### src/verilog/edbc_defines.svh
// register map, field positions and limits of the dma bus config block
`ifndef EDBC_DEFINES_SVH
`define EDBC_DEFINES_SVH
`define EDBC_ADDR_W 4
`define EDBC_OFS_CONFIG 4'h0
`define EDBC_OFS_BURST 4'h1
`define EDBC_OFS_STATUS 4'h2
`define EDBC_OFS_ENABLE 4'h3
`define EDBC_OFS_STATE 4'h4
`define EDBC_CFG_WEIGHT_LSB 0
`define EDBC_CFG_RATIO_LSB 2
`define EDBC_CFG_TXFAV 4
`define EDBC_CFG_STRICT 5
`define EDBC_CFG_ALIGN 6
`define EDBC_CFG_FIXED 7
`define EDBC_CFG_MIXED 8
`define EDBC_CFG_EXTDESC 9
`define EDBC_CFG_SKIP_LSB 10
`define EDBC_CFG_JUMBO 15
`define EDBC_CFG_RESET 32'h0000_0000
`define EDBC_BURST_RESET 32'h0000_0101
`define EDBC_NEV 14
`define EDBC_NORMAL_MASK 14'h0281
`define EDBC_NORMAL_BIT 14
`define EDBC_ABNORMAL_BIT 15
`define EDBC_RX_LIMIT 14'h0800
`define EDBC_RX_LIMIT_JUMBO 14'h2800
`define EDBC_DESC_WORDS 6'h04
`define EDBC_DESC_WORDS_EXT 6'h08
`endif

### src/verilog/edbc_pkg.sv
// types of the dma bus config block
package edbc_pkg;
   typedef enum logic [3:0] {
      EV_RECEIVE, EV_EARLY_RX, EV_BUS_ERR, EV_EARLY_TX, EV_RX_WDOG,
      EV_RX_STOP, EV_RX_NOBUF, EV_TRANSMIT, EV_TX_UFLOW, EV_TX_STOP,
      EV_RX_OFLOW, EV_TX_JABBER, EV_TX_NOBUF, EV_SPARE
   } edbc_event_t;
   typedef struct packed {
      logic jumbo;
      logic [4:0] desc_skip_words;
      logic extended_desc_layout_option;
      logic variable_burst_option;
      logic fixed_length_burst_option;
      logic burst_align_option;
      logic strict_arbitration_option;
      logic tx_favoured_option;
      logic [1:0] ratio;
      logic [1:0] channel_weight_select;
   } edbc_cfg_t;
   typedef struct packed {
      logic req;
      logic first;
      logic [31:0] addr;
      logic [15:0] remain;
   } edbc_chreq_t;
   typedef enum logic [1:0] { CH_RUN, CH_SUSP, CH_STOP } edbc_chst_t;
endpackage : edbc_pkg

### src/verilog/edbc_top.sv
// dma bus arbiter, burst sizer, descriptor stepping and event flags
//
// The Avalon-MM slave port and the register addresses were decided locally.
`timescale 1ns/1ns
`include "edbc_defines.svh"
module edbc_top (
   input wire logic i_ref_clk,
   input wire logic i_reset,
   input wire logic [`EDBC_ADDR_W-1:0] avs_address,
   input wire logic avs_read,
   input wire logic avs_write,
   input wire logic [31:0] avs_writedata,
   output logic [31:0] o_avs_readdata,
   output logic o_avs_waitrequest,
   input wire edbc_pkg::edbc_chreq_t i_rx_req,
   input wire edbc_pkg::edbc_chreq_t i_tx_req,
   input wire logic i_bus_done,
   input wire logic i_bus_error,
   input wire logic i_ring_mode,
   input wire logic [31:0] i_desc_addr,
   input wire logic [31:0] i_next_ptr,
   input wire logic i_desc_last,
   input wire logic i_desc_step,
   input wire logic i_rx_desc_host_owned,
   input wire logic i_tx_desc_host_owned,
   input wire logic i_rx_poll_demand,
   input wire logic i_tx_poll_demand,
   input wire logic i_rx_first_buf_filled,
   input wire logic i_rx_byte,
   input wire logic i_rx_frame_end,
   input wire logic i_rx_status_written,
   input wire logic i_rx_overflow,
   input wire logic i_tx_byte,
   input wire logic i_tx_frame_start,
   input wire logic i_tx_frame_in_fifo,
   input wire logic i_tx_status_written,
   input wire logic i_tx_underflow,
   output logic o_grant_rx,
   output logic o_grant_tx,
   output logic [5:0] o_burst_words,
   output logic [31:0] o_next_desc_addr,
   output logic o_dma_enable,
   output logic o_rx_running,
   output logic o_tx_running,
   output logic o_extended_desc,
   output logic o_normal_summary,
   output logic o_abnormal_summary_flag
);
   edbc_pkg::edbc_cfg_t cfg_reg, cfg_next;
   logic [11:0] burst_reg, burst_next;
   logic [`EDBC_NEV-1:0] status_reg, status_next, ev_set, clr;
   logic [`EDBC_NEV-1:0] enable_reg, enable_next;
   logic [31:0] rdata_reg, rdata_next;
   logic wait_reg, wait_next;
   logic dma_en_reg, dma_en_next;
   edbc_pkg::edbc_chst_t rxst_reg, rxst_next, txst_reg, txst_next;
   logic [13:0] rxcnt_reg, rxcnt_next, txcnt_reg, txcnt_next;
   logic [13:0] limit;
   logic grx_reg, grx_next, gtx_reg, gtx_next, busy_reg, busy_next;
   logic [2:0] wcnt_reg, wcnt_next;
   logic [5:0] bw_reg, bw_next;
   logic [31:0] nda_reg, nda_next;
   logic nsum_reg, nsum_next, asum_reg, asum_next;
   logic rx_ok, tx_ok, fav_tx, pick_tx;
   logic [2:0] share;
   logic [5:0] maxb, bw;
   logic [31:0] baddr;
   logic [15:0] brem;
   logic bfirst;
   logic [6:0] to_edge;
   logic [5:0] dwords;
   logic rxrun_reg, rxrun_next, txrun_reg, txrun_next;

   // bus slave: one wait cycle per access, reads answer on that edge
   always_comb
   begin
      cfg_next = cfg_reg;
      burst_next = burst_reg;
      enable_next = enable_reg;
      rdata_next = rdata_reg;
      clr = '0;
      wait_next = 1'b1;
      // writes land on the edge that sees waitrequest low, where the
      // master still holds them; earlier would beat the handshake
      if (avs_write && !wait_reg)
      begin
         case (avs_address)
            `EDBC_OFS_CONFIG: cfg_next = avs_writedata[15:0];
            `EDBC_OFS_BURST: burst_next = avs_writedata[11:0];
            `EDBC_OFS_STATUS: clr = avs_writedata[`EDBC_NEV-1:0];
            `EDBC_OFS_ENABLE: enable_next = avs_writedata[`EDBC_NEV-1:0];
            default: ;
         endcase
      end
      else if ((avs_read || avs_write) && wait_reg)
      begin
         wait_next = 1'b0;
         if (avs_read)
         begin
            case (avs_address)
               `EDBC_OFS_CONFIG: rdata_next = {16'h0000, cfg_reg};
               `EDBC_OFS_BURST: rdata_next = {20'h00000, burst_reg};
               `EDBC_OFS_STATUS: rdata_next = {16'h0000, asum_reg, nsum_reg,
                  status_reg};
               `EDBC_OFS_ENABLE: rdata_next = {18'h00000, enable_reg};
               `EDBC_OFS_STATE: rdata_next = {24'h000000, dma_en_reg,
                  1'b0, 2'(txst_reg), 2'(rxst_reg), gtx_reg, grx_reg};
               default: rdata_next = 32'h0000_0000;
            endcase
         end
      end
   end

   // channel process states and frame length watch
   always_comb
   begin
      ev_set = '0;
      rxst_next = rxst_reg;
      txst_next = txst_reg;
      dma_en_next = dma_en_reg;
      rxcnt_next = rxcnt_reg;
      txcnt_next = txcnt_reg;
      limit = cfg_reg.jumbo ? `EDBC_RX_LIMIT_JUMBO : `EDBC_RX_LIMIT;
      if (i_bus_error && dma_en_reg)
      begin
         dma_en_next = 1'b0;
         ev_set[edbc_pkg::EV_BUS_ERR] = 1'b1;
      end
      if (i_rx_first_buf_filled)
         ev_set[edbc_pkg::EV_EARLY_RX] = 1'b1;
      if (i_tx_frame_in_fifo)
         ev_set[edbc_pkg::EV_EARLY_TX] = 1'b1;
      // completes wait for descriptor status writeback
      if (i_rx_status_written)
         ev_set[edbc_pkg::EV_RECEIVE] = 1'b1;
      if (i_tx_status_written)
         ev_set[edbc_pkg::EV_TRANSMIT] = 1'b1;
      if (i_rx_overflow)
         ev_set[edbc_pkg::EV_RX_OFLOW] = 1'b1;
      if (i_rx_frame_end)
         rxcnt_next = '0;
      else if (i_rx_byte && rxcnt_reg != 14'h3FFF)
      begin
         rxcnt_next = rxcnt_reg + 14'h0001;
         if (rxcnt_reg == limit)
            ev_set[edbc_pkg::EV_RX_WDOG] = 1'b1;
      end
      if (i_tx_frame_start)
         txcnt_next = '0;
      else if (i_tx_byte && txst_reg == edbc_pkg::CH_RUN)
      begin
         txcnt_next = txcnt_reg + 14'h0001;
         if (txcnt_reg == limit)
         begin
            ev_set[edbc_pkg::EV_TX_JABBER] = 1'b1;
            ev_set[edbc_pkg::EV_TX_STOP] = 1'b1;
            txst_next = edbc_pkg::CH_STOP;
         end
      end
      case (rxst_reg)
         edbc_pkg::CH_RUN:
            if (i_rx_desc_host_owned)
            begin
               rxst_next = edbc_pkg::CH_SUSP;
               ev_set[edbc_pkg::EV_RX_NOBUF] = 1'b1;
            end
         edbc_pkg::CH_SUSP:
            if (i_rx_poll_demand && !i_rx_desc_host_owned)
               rxst_next = edbc_pkg::CH_RUN;
         edbc_pkg::CH_STOP: ;
         default: rxst_next = edbc_pkg::CH_STOP;
      endcase
      if (txst_reg == edbc_pkg::CH_RUN && txst_next == edbc_pkg::CH_RUN)
      begin
         if (i_tx_underflow)
         begin
            txst_next = edbc_pkg::CH_SUSP;
            ev_set[edbc_pkg::EV_TX_UFLOW] = 1'b1;
         end
         else if (i_tx_desc_host_owned)
         begin
            txst_next = edbc_pkg::CH_SUSP;
            ev_set[edbc_pkg::EV_TX_NOBUF] = 1'b1;
         end
      end
      else if (txst_reg == edbc_pkg::CH_SUSP && i_tx_poll_demand
               && !i_tx_desc_host_owned)
         txst_next = edbc_pkg::CH_RUN;
      // a dead bus, which clears the dma enable, stops both directions
      if (!dma_en_next)
      begin
         if (rxst_reg != edbc_pkg::CH_STOP)
            ev_set[edbc_pkg::EV_RX_STOP] = 1'b1;
         if (txst_reg != edbc_pkg::CH_STOP)
            ev_set[edbc_pkg::EV_TX_STOP] = 1'b1;
         rxst_next = edbc_pkg::CH_STOP;
         txst_next = edbc_pkg::CH_STOP;
      end
      if (!dma_en_reg && dma_en_next)
      begin
         rxst_next = edbc_pkg::CH_RUN;
         txst_next = edbc_pkg::CH_RUN;
      end
      rxrun_next = rxst_next == edbc_pkg::CH_RUN;
      txrun_next = txst_next == edbc_pkg::CH_RUN;
   end

   // sticky flags: set wins over a clear in the same cycle
   always_comb
   begin
      status_next = (status_reg & ~clr) | ev_set;
      nsum_next = |(status_next & enable_reg & `EDBC_NORMAL_MASK);
      asum_next = |(status_next & enable_reg & ~`EDBC_NORMAL_MASK);
   end

   // arbiter: strict favours one side, otherwise weighted round-robin
   always_comb
   begin
      rx_ok = i_rx_req.req && rxst_reg == edbc_pkg::CH_RUN && dma_en_reg;
      tx_ok = i_tx_req.req && txst_reg == edbc_pkg::CH_RUN && dma_en_reg;
      fav_tx = cfg_reg.tx_favoured_option;
      // favoured share: ratio code plus weight code, at least one grant
      share = 3'(cfg_reg.ratio) + 3'(cfg_reg.channel_weight_select)
              + 3'h1;
      if (rx_ok && tx_ok)
      begin
         if (cfg_reg.strict_arbitration_option)
            pick_tx = fav_tx;
         else if (wcnt_reg < share)
            pick_tx = fav_tx;
         else
            pick_tx = !fav_tx;
      end
      else
         pick_tx = tx_ok;
      grx_next = 1'b0;
      gtx_next = 1'b0;
      busy_next = busy_reg;
      wcnt_next = wcnt_reg;
      if (busy_reg)
      begin
         grx_next = grx_reg;
         gtx_next = gtx_reg;
         // a fatal error takes the bus back on the same edge
         if (i_bus_done || !dma_en_next)
         begin
            busy_next = 1'b0;
            grx_next = 1'b0;
            gtx_next = 1'b0;
         end
      end
      else if (rx_ok || tx_ok)
      begin
         busy_next = 1'b1;
         gtx_next = pick_tx;
         grx_next = !pick_tx;
         if (!(rx_ok && tx_ok) || pick_tx != fav_tx)
            wcnt_next = 3'h0;
         else
            wcnt_next = wcnt_reg + 3'h1;
      end
   end

   // burst length for the granted channel
   always_comb
   begin
      maxb = pick_tx ? burst_reg[11:6] : burst_reg[5:0];
      baddr = pick_tx ? i_tx_req.addr : i_rx_req.addr;
      brem = pick_tx ? i_tx_req.remain : i_rx_req.remain;
      bfirst = pick_tx ? i_tx_req.first : i_rx_req.first;
      to_edge = 7'(maxb) - 7'({1'b0, baddr[7:2]} & (7'(maxb) - 7'h01));
      bw = maxb;
      if (cfg_reg.burst_align_option
          && (cfg_reg.fixed_length_burst_option || !bfirst))
         bw = 6'(to_edge);
      if (!cfg_reg.fixed_length_burst_option
          && cfg_reg.variable_burst_option && brem < 16'(bw))
         bw = 6'(brem);
      if (bw == 6'h00)
         bw = 6'h01;
      bw_next = (!busy_reg && (rx_ok || tx_ok)) ? bw : bw_reg;
   end

   // next descriptor: ring skip or chain pointer
   always_comb
   begin
      dwords = cfg_reg.extended_desc_layout_option ? `EDBC_DESC_WORDS_EXT
               : `EDBC_DESC_WORDS;
      nda_next = nda_reg;
      if (i_desc_step)
      begin
         if (!i_ring_mode)
            nda_next = i_next_ptr;
         else if (i_desc_last)
            nda_next = i_desc_addr;
         else
            nda_next = i_desc_addr + {24'h000000, dwords, 2'b00}
               + {25'h0000000, cfg_reg.desc_skip_words, 2'b00};
      end
   end

   always_ff @(posedge i_ref_clk)
   begin
      if (i_reset)
      begin
         cfg_reg <= 16'(`EDBC_CFG_RESET);
         burst_reg <= 12'(`EDBC_BURST_RESET);
         status_reg <= '0;
         enable_reg <= '0;
         rdata_reg <= 32'h0000_0000;
         wait_reg <= 1'b1;
         dma_en_reg <= 1'b1;
         rxst_reg <= edbc_pkg::CH_RUN;
         txst_reg <= edbc_pkg::CH_RUN;
         rxcnt_reg <= '0;
         txcnt_reg <= '0;
         grx_reg <= 1'b0;
         gtx_reg <= 1'b0;
         busy_reg <= 1'b0;
         wcnt_reg <= 3'h0;
         bw_reg <= 6'h01;
         nda_reg <= 32'h0000_0000;
         nsum_reg <= 1'b0;
         asum_reg <= 1'b0;
         rxrun_reg <= 1'b1;
         txrun_reg <= 1'b1;
      end
      else
      begin
         cfg_reg <= cfg_next;
         burst_reg <= burst_next;
         status_reg <= status_next;
         enable_reg <= enable_next;
         rdata_reg <= rdata_next;
         wait_reg <= wait_next;
         dma_en_reg <= dma_en_next;
         rxst_reg <= rxst_next;
         txst_reg <= txst_next;
         rxcnt_reg <= rxcnt_next;
         txcnt_reg <= txcnt_next;
         grx_reg <= grx_next;
         gtx_reg <= gtx_next;
         busy_reg <= busy_next;
         wcnt_reg <= wcnt_next;
         bw_reg <= bw_next;
         nda_reg <= nda_next;
         nsum_reg <= nsum_next;
         asum_reg <= asum_next;
         rxrun_reg <= rxrun_next;
         txrun_reg <= txrun_next;
      end
   end

   // outputs straight from flip-flops
   always_comb
   begin
      o_avs_readdata = rdata_reg;
      o_avs_waitrequest = wait_reg;
      o_grant_rx = grx_reg;
      o_grant_tx = gtx_reg;
      o_burst_words = bw_reg;
      o_next_desc_addr = nda_reg;
      o_dma_enable = dma_en_reg;
      o_rx_running = rxrun_reg;
      o_tx_running = txrun_reg;
      o_extended_desc = cfg_reg.extended_desc_layout_option;
      o_normal_summary = nsum_reg;
      o_abnormal_summary_flag = asum_reg;
   end
endmodule : edbc_top

### config.mk
export PLATFORM = sky130hd
export DESIGN_NAME = edbc_top
export DESIGN_NICKNAME = d
export VERILOG_FILES = /design/src/verilog/edbc_pkg.sv /design/src/verilog/edbc_top.sv
export VERILOG_INCLUDE_DIRS = /design/src /design/src/verilog
export SDC_FILE = /design/constraint.sdc
export NUM_CORES = 1
export LEC_CHECK = 0
export BUFFER_PORTS_ARGS = -buffer_cell sky130_fd_sc_hd__buf_2
export CORE_ASPECT_RATIO = 2
export CORE_MARGIN = 1
export CORE_UTILIZATION = 35
export CTS_BUF_LIST = sky130_fd_sc_hd__clkbuf_4
export CTS_CLUSTER_DIAMETER = 60
export DETAILED_ROUTE_END_ITERATION = 6
export PLACE_DENSITY = 0.65
export SLEW_MARGIN = 20
export SYNTH_ARGS = -nofsm -noshare
export SYNTH_HDL_FRONTEND = slang
export SYNTH_SLANG_ARGS = --single-unit
### constraint.sdc
create_clock -name i_ref_clk -period 8.3 [get_ports i_ref_clk]
set_input_delay 1.66 -clock i_ref_clk [delete_from_list [all_inputs] [get_ports i_ref_clk]]
set_output_delay 1.66 -clock i_ref_clk [all_outputs]
set_load 0.05 [all_outputs]
# Yosys cells after proc, flatten, opt, wreduce, memory -nomap -nowiden
# Cells that the tools add are included.
# totals
input_bits	223
reg_bits	170
elab_cells	179
# op_classes
addsub	9
eq_ne	14
n_bitwise	7
n_lt_le_gt_ge	2
muxes	65
n_reduce_logical	52
# op_table
cell	count
$pmux W16 S5	1
$mux W32	2
$mux W14	3
$mux W1	37
$add A32 B6 Y32	1
$add A32 B7 Y32	1
$add A14 B1 Y14 const B	2
$and A14 B14 Y14	2
$eq A14 B14 Y1	2
$mux W2	13
$mux W6	4
$logic_and A1 B1 Y1	19
$lt A16 B6 Y1	1
$mux W16	1
$ne A14 B14 Y1 const B	1
$not A14 Y14	1
$or A14 B13 Y14	1
$logic_not A1 Y1	11
$reduce_or A11 Y1	1
$logic_not A2 Y1	5
$eq A4 B2 Y1 const B	2
$mux W8	1
$reduce_and A2 Y1	4
$add A3 B1 Y3 const B	2
22 further kinds	31

# Logic depth before layout (Yosys ltp)
# Gate-level depths: netlist of the first run.
# logic_depth
ltp_word	16
ltp_mapped	25
depth_no_buf	24

# Worst setup path after synthesis of the first run
# OpenSTA, ideal clock, no wires.
# synth_timing
path_type	input-to-reg
start	in i_rx_req[49] (netlist name)
end	reg bw_reg[0] (netlist: o_burst_words[0])
path_buffers	2
slack_ns	1.810
cell_stages	22
arrival_time_ns	6.406
path_cell_list	nand4bb_1 buf_4 a2111oi_4 or3_1 buf_6 mux2i_1 xnor2_1 or3_1 ha_1 a21o_1 a31o_1 o32ai_1 a211oi_1 ha_1 a211o_1 a21oi_1 o21ai_0 or3_1 nor3_2 mux2i_1 a21o_1 o31ai_2
# synth_between
elab_chain_len	14
word_cells_on_any_way	22
classes_between	2 x add/sub; 1 x order compare; 8 x mux; 1 x bitwise; 10 x reduce/logical
# synth_rtl
element	line_no	text
start, declared	edbc_top.sv:15	input wire edbc_pkg::edbc_chreq_t i_rx_req,
$logic_and A1 B1 Y1 (*) (2 in a row)	edbc_top.sv:219	rx_ok = i_rx_req.req && rxst_reg == edbc_pkg::CH_RUN && dma_en_reg;
$logic_and A1 B1 Y1	edbc_top.sv:225	if (rx_ok && tx_ok)
$mux W1	edbc_top.sv:225	
$mux W6 or $mux W1 (tied branches)	edbc_top.sv:267, edbc_top.sv:270	
$sub A6 B1 Y6 or $logic_not A1 Y1 (tied branches)	edbc_top.sv:271, edbc_top.sv:274	
$and A6 B6 Y6 or $logic_or A1 B1 Y1 (tied branches)	edbc_top.sv:271, edbc_top.sv:274	
$sub A6 B6 Y6 or $logic_and A1 B1 Y1 (tied branches)	edbc_top.sv:271, edbc_top.sv:274	
$mux W6	edbc_top.sv:273	if (cfg_reg.burst_align_option
$lt A16 B6 Y1	edbc_top.sv:277	&& cfg_reg.variable_burst_option && brem < 16'(bw))
$logic_and A1 B1 Y1	edbc_top.sv:277	
$mux W6	edbc_top.sv:276	if (!cfg_reg.fixed_length_burst_option
$logic_not A6 Y1	edbc_top.sv:279	if (bw == 6'h00)
$mux W6	edbc_top.sv:279	
end signal, assigned	edbc_top.sv:345	bw_reg <= bw_next;
end, declared	edbc_top.sv:61	logic [5:0] bw_reg, bw_next;
# Mark *: on every way between the ends. The rest lies on a longest branch, timed or not.
# A chain may end at the register's enable or synchronous reset.

# Final worst setup path of the first run
# layout_timing
start	reg cfg_reg[2] (netlist name)
end	reg bw_reg[0] (netlist: o_burst_words[0])
# layout_between
elab_chain_len	16
word_cells_on_any_way	22
classes_between	4 x add/sub; 2 x order compare; 10 x mux; 1 x bitwise; 5 x reduce/logical
# layout_rtl
element	line_no	text
start, declared	edbc_top.sv:49	edbc_pkg::edbc_cfg_t cfg_reg, cfg_next;
start signal, assigned	edbc_top.sv:306	cfg_reg <= 16'(`EDBC_CFG_RESET);
start signal, assigned	edbc_top.sv:330	cfg_reg <= cfg_next;
$add A2 B2 Y3 (*)	edbc_top.sv:223	share = 3'(cfg_reg.ratio) + 3'(cfg_reg.channel_weight_select)
$add A3 B1 Y3 (*)	edbc_top.sv:224	+ 3'h1;
$lt A3 B3 Y1 (*)	edbc_top.sv:229	else if (wcnt_reg < share)
$mux W1 (*)	edbc_top.sv:229	
$mux W1 (*)	edbc_top.sv:227	if (cfg_reg.strict_arbitration_option)
$mux W1 (*)	edbc_top.sv:225	
$mux W6 or $mux W1 (tied branches)	edbc_top.sv:267, edbc_top.sv:270	
$sub A6 B1 Y6 or $logic_not A1 Y1 (tied branches)	edbc_top.sv:271, edbc_top.sv:274	
$and A6 B6 Y6 or $logic_or A1 B1 Y1 (tied branches)	edbc_top.sv:271, edbc_top.sv:274	
$sub A6 B6 Y6 or $logic_and A1 B1 Y1 (tied branches)	edbc_top.sv:271, edbc_top.sv:274	
$mux W6	edbc_top.sv:273	
$lt A16 B6 Y1	edbc_top.sv:277	
$logic_and A1 B1 Y1	edbc_top.sv:277	
$mux W6 (*)	edbc_top.sv:276	
$logic_not A6 Y1	edbc_top.sv:279	
$mux W6 (*)	edbc_top.sv:279	
# Marks and branches as above.

==> results.txt, run 1 <==
- The number of gates resized after CTS was 0.
- The worst path in the final design needs a cycle of 6.794 ns, including I/O delays and setup.
- Synthesis inferred 154 register bits.
* Period utilisation layout: 81.85%
* Nature of the critical path startpoint: register
* Placed wire-length estimate: 22.54 mm
- Along the worst hold path, the cell count comes to 1.
* Setup violation total in the final timing report: 0
- Most frequent cells in the layout: sky130_fd_sc_hd__buf_2, sky130_fd_sc_hd__nor2_1, sky130_fd_sc_hd__dfxtp_1
- Horizontal die dimension: 114.6 µm
- In the final timing run, aggregate negative setup slack is 0 ns.
- Post-synthesis to final-layout area growth: 18.47%
- EDFF count, synth: 0
- Num CTS Buffers: 17
* Category of the most critical setup path: register to register
- Total global routing overflow: 0
* Path category of the worst min-delay check: register to register
- Fraction of registers with async set or reset after synthesis: 0%
- Once detail routing completed, the nets flagged for antenna violations numbered 0.
- Achievable Freq: 147.2 MHz
* Relative max-transition margin: 28.09%
* Row count: 82
- Top-area cell type share of the netlist area: 34.71%
- At the end of the flow, the number of nets in the layout was 1,548.
* Die area: 0.02606 mm²
- Number of pins with negative max-slew slack in the final report: 0
- The worst register-to-register path has a depth of 24.
* Number of flip-flops in the largest register: 32
- At the pin with the least slew margin, the transition time is 1.076 ns.
* Max-capacitance violation count: 0
- Number of warnings reported in the yosys synthesis log: 0
* Data arrival, critical path: 7.29 ns
- TritonCTS built the clock tree.
* Setup repair after global routing missed its margin: no
* Cts-stage hold buffer count: 0
* GRT Resource Usage Total: 22.54%
- Top cell type by total area after synthesis: sky130_fd_sc_hd__dfxtp_1
* Fraction of final layout cells sized beyond drive strength 1: 22.50%
- The routed layout has 8,811 vias.
- Most frequent standard cell in the layout excluding fill and tap cells: sky130_fd_sc_hd__buf_2
- Counting every instance in the synthesized netlist gives 1,108.
- Of all nets on the critical path, the largest fanout is 8.
- Skew final: 0.02282 ns
* Synth Area per Inst: 8.016 µm²
* Hold_ws: 0.4608 ns
- In the routed design, unresolved DRC markers number 0.
* Leakage power total: 4.385 nW
- Pin placement for this block handled 302 I/O pins.
- The tree is rooted in a sky130_fd_sc_hd__clkbuf_4.
- The first routing iteration left 534 violations.
- Detailed Route WL: 29.19 mm
* Initial core utilization: 35.48%
- Largest net degree at the start of global routing: 78
- Number of fill cells in the layout: 2,595
* Clock transition at the register clock pins on the worst setup and hold paths after CTS: 0.13 ns
* Detailed-router iteration count before antenna repair: 6
* Sequential cell area fraction in the yosys report: 34.71%
- Y dimension of the die: 227.3 µm
- The number of antenna violations at the first check in global routing was 3.
* Largest cells by area after synthesis: sky130_fd_sc_hd__dfxtp_1, sky130_fd_sc_hd__nor2_1, sky130_fd_sc_hd__a21oi_1
* Placeable core region: 0.02503 mm²
- STA classifies the critical path endpoint as a register.
- No sink is reached through more buffers than the 2 on the longest clock path.
- After clock tree synthesis, the setup repair step added 0 buffers.
* Final hold violation count: 0
* Detailed-route wire length per cell: 17.70 µm
* Maximum VDD drop: 0.00008345 V
* Result of the run: complete, no violations
* Gpl congestion: 0.9117
* Post-synthesis instance area: 0.008882 mm²
- Port buffering added 217 buffers.
- Number of H-tree levels: 4
- Via/cell ratio: 5.343
* Dominant register cell in the synthesized netlist: sky130_fd_sc_hd__dfxtp_1
- The first global-routing pass estimated 44.51 mm of wire.
- For this design the ratio of total power to cell area is 154.7 mW/mm².
- The clock drives 154 sinks.
- Yosys cell types: 79
- The via count of the first global-routing pass is 8,535.
- Worst path required time: 8.80 ns
- The clock reaches the later pin of the worst-skew pair after 0.58 ns.
[where the power goes]
group | leakage (nW) | internal [W] | switching [W]
clock | 0.167 | 0.000240 | 0.000286
sequential | 1.25 | 0.000763 | 0.0000174
combinational | 2.96 | 0.000107 | 0.000215
[final timing paths]
check,end,startpoint,slack (ns)
setup / recovery,o_burst_words[0]$_SDFFE_PP1P_,cfg_reg[2]$_SDFFE_PP0P_,1.51
hold / removal,o_avs_waitrequest$_SDFF_PP1_,o_avs_waitrequest$_SDFF_PP1_,0.46
setup reg to reg,o_burst_words[0]$_SDFFE_PP1P_,cfg_reg[2]$_SDFFE_PP0P_,1.51
hold reg to reg,o_avs_waitrequest$_SDFF_PP1_,o_avs_waitrequest$_SDFF_PP1_,0.46
[Yosys cell counts, types with 4 or more instances]
library cell,n
sky130_fd_sc_hd__nor4b_1,4
sky130_fd_sc_hd__fa_1,4
sky130_fd_sc_hd__nor2b_1,7
sky130_fd_sc_hd__and3_1,14
sky130_fd_sc_hd__nor3_1,16
sky130_fd_sc_hd__a211oi_1,15
sky130_fd_sc_hd__xnor2_1,23
sky130_fd_sc_hd__mux2_2,9
sky130_fd_sc_hd__nand4_1,14
sky130_fd_sc_hd__a21oi_1,117
sky130_fd_sc_hd__mux4_2,5
sky130_fd_sc_hd__xor2_1,31
sky130_fd_sc_hd__ha_1,23
sky130_fd_sc_hd__nand3_1,22
sky130_fd_sc_hd__a21o_1,5
sky130_fd_sc_hd__a22o_1,6
sky130_fd_sc_hd__buf_4,17
sky130_fd_sc_hd__nand2_1,142
sky130_fd_sc_hd__clkbuf_1,45
sky130_fd_sc_hd__and2_1,12
sky130_fd_sc_hd__nor3b_1,6
sky130_fd_sc_hd__o21ai_0,22
sky130_fd_sc_hd__nor4_1,13
sky130_fd_sc_hd__a31oi_1,5
sky130_fd_sc_hd__or2_2,5
sky130_fd_sc_hd__a221oi_1,4
sky130_fd_sc_hd__inv_1,34
sky130_fd_sc_hd__mux2i_1,46
sky130_fd_sc_hd__a22oi_1,27
sky130_fd_sc_hd__nor2_1,160
sky130_fd_sc_hd__buf_1,7
sky130_fd_sc_hd__o211ai_1,8
sky130_fd_sc_hd__or3_1,12
sky130_fd_sc_hd__o32ai_1,5
sky130_fd_sc_hd__nand2b_1,5
sky130_fd_sc_hd__dfxtp_1,154
[metal layers]
layer / vias to the layer above / track usage, % / wire, µm
met5: - / 0 / 13
met4: 2 / 13.24 / 1520
met3: 85 / 4.659 / 1632
met2: 335 / 43.87 / 15890
met1: 4124 / 21.17 / 10140
li1: 4265 / - / -
[stage by stage]
stage | area (µm²) | instances | total power, W | worst slack, ns | utilization [%]
4_1_cts | 10510 | 1646 | 0.001646 | 1.603 | 41.97
3_5_place_dp | 10180 | 1614 | 0.001118 | 1.035 | 40.67
5_1_grt | 10520 | 1649 | 0.001703 | 1.208 | 42.03
3_3_place_gp | 10180 | 1614 | 0.001113 | 1.204 | 40.67
6_report | 10520 | 1649 | 0.001628 | 1.506 | 42.03
2_1_floorplan | 8939 | 1123 | 0.001011 | 1.810 | -
[layout make-up]
class                   instances  area [µm²]  share of cell area [%]
repair buffers                229        1176                   11.18
clock buffers                  17       127.6                   1.213
inverters                      34       127.6                   1.213
clock inverters                15       197.7                   1.879
diodes                          2       5.005                 0.04756
multi-input cells             862        5385                   51.18
flip-flops and latches        154        3083                   29.30
well taps                     336       420.4                   3.995
[critical path, cell delays in order, from the launching register on]
cell	delay, ns
sky130_fd_sc_hd__dfxtp_1	0.42
sky130_fd_sc_hd__inv_1	0.06
sky130_fd_sc_hd__ha_1	0.19
sky130_fd_sc_hd__fa_1	0.44
sky130_fd_sc_hd__ha_1	0.31
sky130_fd_sc_hd__o211ai_1	0.21
sky130_fd_sc_hd__a2111oi_4	0.61
sky130_fd_sc_hd__or3_1	0.24
sky130_fd_sc_hd__mux2i_1	0.39
sky130_fd_sc_hd__xnor2_1	0.09
sky130_fd_sc_hd__or3_1	0.38
sky130_fd_sc_hd__ha_1	0.36
sky130_fd_sc_hd__a21o_1	0.20
sky130_fd_sc_hd__a31o_1	0.22
sky130_fd_sc_hd__o32ai_1	0.20
sky130_fd_sc_hd__a211oi_1	0.10
sky130_fd_sc_hd__ha_1	0.33
sky130_fd_sc_hd__a211o_1	0.26
sky130_fd_sc_hd__a21oi_1	0.11
sky130_fd_sc_hd__o21ai_0	0.09
sky130_fd_sc_hd__or3_1	0.46
sky130_fd_sc_hd__nor3_2	0.48
sky130_fd_sc_hd__mux2i_1	0.18
sky130_fd_sc_hd__a21o_1	0.19
sky130_fd_sc_hd__o31ai_2	0.21
[cell families (layout without fill, tap and decap cells)]
kind of cell             count (synthesis)  after routing  synth area share [%]
other                                    1             18               0.04222
multiplexers                            61             61                 7.846
AO/OA/AOI/OAI                          254            254                 18.76
AND/OR/NAND/NOR                        450            450                 23.74
flip-flops                             154            154                 34.71
XOR/XNOR                                54             54                 5.325
adder cells (fa/ha/maj)                 27             27                 4.142
buffers and inverters                  107            295                 5.437
No activity file was read; power rests on OpenSTA's default activity.
==> inputs of run 2 (changes only) <==
PLACE_DENSITY = 0.67   (was 0.65)
clock period = 5.6 ns   (was 8.3 ns; I/O delays follow)
==> run 2 against run 1 <==
Register-to-register slack got worse by 1.5 ns. Maximum frequency is 22% higher. Wire length increased by 2.3%. Setup slack worse by 1.5 ns. Non-clock buffer count grew 54. Worst hold slack got worse by 0.0053 ns. Sequential share of layout area fell by 1.5 points.
==> results.txt, run 2 (synthesis gave the netlist of run 1 again) <==
* Result of the run: complete, no violations
- Die area: 0.02606 mm² (unchanged)
- Clock tree sinks: 154 (unchanged)
- Worst path required time: 6.14 ns (-2.66 ns)
- Placeable core region: 0.02503 mm² (unchanged)
- The library cell used most frequently in the layout, excluding fill and tap cells, is sky130_fd_sc_hd__buf_2.
- Row count: 82 (unchanged)
- Leakage power total: 4.633 nW (+5.7%)
- Initial core utilization: 35.48% (unchanged)
* Number of pins with negative max-slew slack in the final report: 0 (unchanged)
- The final clock skew came to 0.02453 ns (+0.001710 ns).
* TritonCTS clock tree: done
- The timing-limited maximum frequency was 179.6 MHz (+22%).
* Via/cell ratio: 5.284 (-1.1%)
* Final hold violation count: 0 (unchanged)
- Detailed-route wire length per cell: 17.55 µm (-0.86%)
- The depth of the worst register-to-register path is 24 (unchanged).
- GRT Resource Usage Total: 23.30% (+0.76 points)
- The via count of the first global-routing pass came to 8,865 (+3.9%).
* Gpl congestion: 0.9174 (+0.63%)
* First-pass GRT wire length: 45.60 mm (+2.4%)
* Y dimension of the die: 227.3 µm (unchanged)
* Worst Tran Pin Value: 1.024 ns (-0.05233 ns)
- The number of failing setup endpoints in the final timing report is 0 (unchanged).
- Number of placed I/O pins: 302 (unchanged)
* Via count of the routed design: 8,994 (+2.1%)
* Crit Reg-Reg Endpoint: o_burst_words[0]$_SDFFE_PP1P_
- The startpoint identified for the worst hold timing path is o_burst_words[4]$_SDFFE_PP0P_.
* Crit Path Max Fanout: 5 (-3)
- Non-filler cells in the finished layout: 1,702 (+3.2%)
* Final net count: 1,602 (+3.5%)
* Port buffer count: 217 (unchanged)
- The cell count of the worst hold path came to 2 (+1).
- The worst slew slack as a fraction of its limit was 31.72% (+3.6 points).
- Slowest cell delay on critical path: 0.54 ns (-0.07 ns)
* Nature of the critical path startpoint: register
- Reg2reg start: cfg_reg[0]$_SDFFE_PP0P_
- The tree is rooted in a sky130_fd_sc_hd__clkbuf_4.
- Flop-to-flop setup slack: 0.03 ns (-1.47 ns)
* Maximum VDD drop: 0.0002028 V (+140%)
* Number of fill cells in the layout: 2,616 (+0.81%)
- CP endpoint kind: register
- Num CTS Buffers: 17 (unchanged)
- Total global routing overflow: 0 (unchanged)
- Most frequent cells in the layout: sky130_fd_sc_hd__buf_2, sky130_fd_sc_hd__nor2_1, sky130_fd_sc_hd__dfxtp_1
- Setup repair after global routing missed its margin: yes
- Hold_ws: 0.4555 ns (-0.005300 ns)
- Max-capacitance violation count: 0 (unchanged)
- The min-delay analysis places its worst path in the category register to register.
- Number of flip-flops in the largest register: 32 (unchanged)
- The critical path is of the register to register type.
- End point of the most critical hold path: o_burst_words[4]$_SDFFE_PP0P_
* Period utilisation layout: 99.43% (+18 points)
- The clock-pin slew reported for the worst setup and hold paths after clock tree synthesis was 0.14 ns (about the same).
* Buffer depth of the longest clock path: 2 (unchanged)
- The iteration-0 DRC count of the detailed router is 437 (-18%).
* Shortest clock period the worst path allows after layout: 5.568 ns (-1.226 ns)
* Post-synthesis to final-layout area growth: 24.75%
* Cell breakdown of the critical path: inv_2 > ha_4 > fa_2 > ha_4 > o211ai_1 > a2111oi_4 > or3_4 > mux2i_4 > xnor2_1 > or3_4 > ha_4 > a21o_1 > a31o_1 > o32ai_2 > a211oi_2 > ha_1 > a211o_1 > a21oi_2 > o21ai_1 > or3_4 > nor3_4 > nand3_1 > a21o_1 > o31ai_2
* Detailed-router iteration count before antenna repair: 6 (unchanged)
* Detailed Route WL: 29.87 mm (+2.3%)
* Largest net degree at the start of global routing: 62 (-21%)
- Fraction of final layout cells sized beyond drive strength 1: 28.23% (+5.7 points)
* Antenna-violating nets left: 0 (unchanged)
- The number of remaining DRC errors is 0 (unchanged).
* Pwr per Cell Area: 216.3 mW/mm² (+40%)
* Placed wire-length estimate: 23.20 mm (+3.0%)
- The number of antenna violations at the first check in global routing is 4 (+1).
- Setup TNS: 0 ns (unchanged)
* Data arrival, critical path: 6.11 ns (-1.18 ns)
- The number of placed instances with taps included is 1,662 (+3.0%).
* Clk Latency, worst-skew pair: 0.61 ns (+0.03 ns)
* Cell with the biggest individual delay on the critical path: sky130_fd_sc_hd__fa_2
- Number of H-tree levels: 4 (unchanged)
* Horizontal die dimension: 114.6 µm (unchanged)
[run 2: cell count changes in the layout (fill, tap and decap cells not counted), sizes merged]
cell      previous run  this run
clkbuf              17        18
clkinv               6         4
bufinv               4         2
buf                229       283
clkinvlp             2         4
[run 2: repair_timing]
action	4_1_cts	5_1_grt
endpoints found under the setup margin	6	6
pin swaps	13	11
resized for setup	18	17
hold buffers	0	0
setup buffers	4	4
[run 2: worst max-delay path by stage]
stage | start | end | slack (ns) | cells after the start
2_1_floorplan | cfg_reg[0]$_SDFFE_PP0P_ | o_burst_words[0]$_SDFFE_PP1P_ | -0.03 | 25
3_3_place_gp | cfg_reg[0]$_SDFFE_PP0P_ | o_burst_words[0]$_SDFFE_PP1P_ | -0.18 | 27
3_5_place_dp | cfg_reg[0]$_SDFFE_PP0P_ | o_burst_words[0]$_SDFFE_PP1P_ | -0.27 | 27
4_1_cts | cfg_reg[0]$_SDFFE_PP0P_ | o_burst_words[0]$_SDFFE_PP1P_ | -0.08 | 24
5_1_grt | cfg_reg[0]$_SDFFE_PP0P_ | o_burst_words[0]$_SDFFE_PP1P_ | -0.20 | 26
6_report | cfg_reg[0]$_SDFFE_PP0P_ | o_burst_words[0]$_SDFFE_PP1P_ | 0.03 | 24
[run 2: cell type report]
type | instances | area, µm² | area share (%)
diodes | 2 | 5.005 | 0.04517
clock buffers | 18 | 135.1 | 1.220
clock inverters | 13 | 146.4 | 1.321
inverters | 34 | 127.6 | 1.152
multi-input cells | 862 | 5577 | 50.33
flip-flops and latches | 154 | 3085 | 27.85
well taps | 336 | 420.4 | 3.794
repair buffers | 283 | 1584 | 14.30
[run 2: worst max-delay path: cells and delay by family, from the launching register on]
family / cells / cell delay, ns
AOI/OAI and AO/OA: 11 / 1.78
adders and majority gates: 5 / 1.50
and+or+nand+nor: 5 / 1.46
DFF: 1 / 0.36
muxes: 1 / 0.21
xor gates and xnor gates: 1 / 0.16
buffers and inverters: 1 / 0.04
[run 2: power by group]
part	switching (W)	internal (W)
Sequential	0.0000242	0.00113
Combinational	0.000339	0.000187
Clock	0.000444	0.000271
Total	0.000807	0.00159
[run 2: metal layers]
| layer | vias up | part of all wire, % | track usage [%] |
|---|---|---|---|
| met4 | 2 | 6.4 | 16.72 |
| met2 | 336 | 53 | 44.77 |
| li1 | 4379 | - | - |
| met3 | 100 | 5.2 | 3.887 |
| met1 | 4177 | 35 | 21.76 |
| met5 | - | 0.027 | 0 |
[run 2: stage by stage]
stage               setup WS, ns  power, W  instance area, µm²  utilization (%)
global route             -0.2024  0.002502               11080            44.26
detailed placement       -0.2685  0.001686               10600            42.34
finish                   0.03197  0.002396               11080            44.26
CTS                     -0.08485  0.002413               10990            43.89
floorplan               -0.02561  0.001502                9001                -
global placement         -0.1785  0.001679               10600            42.34
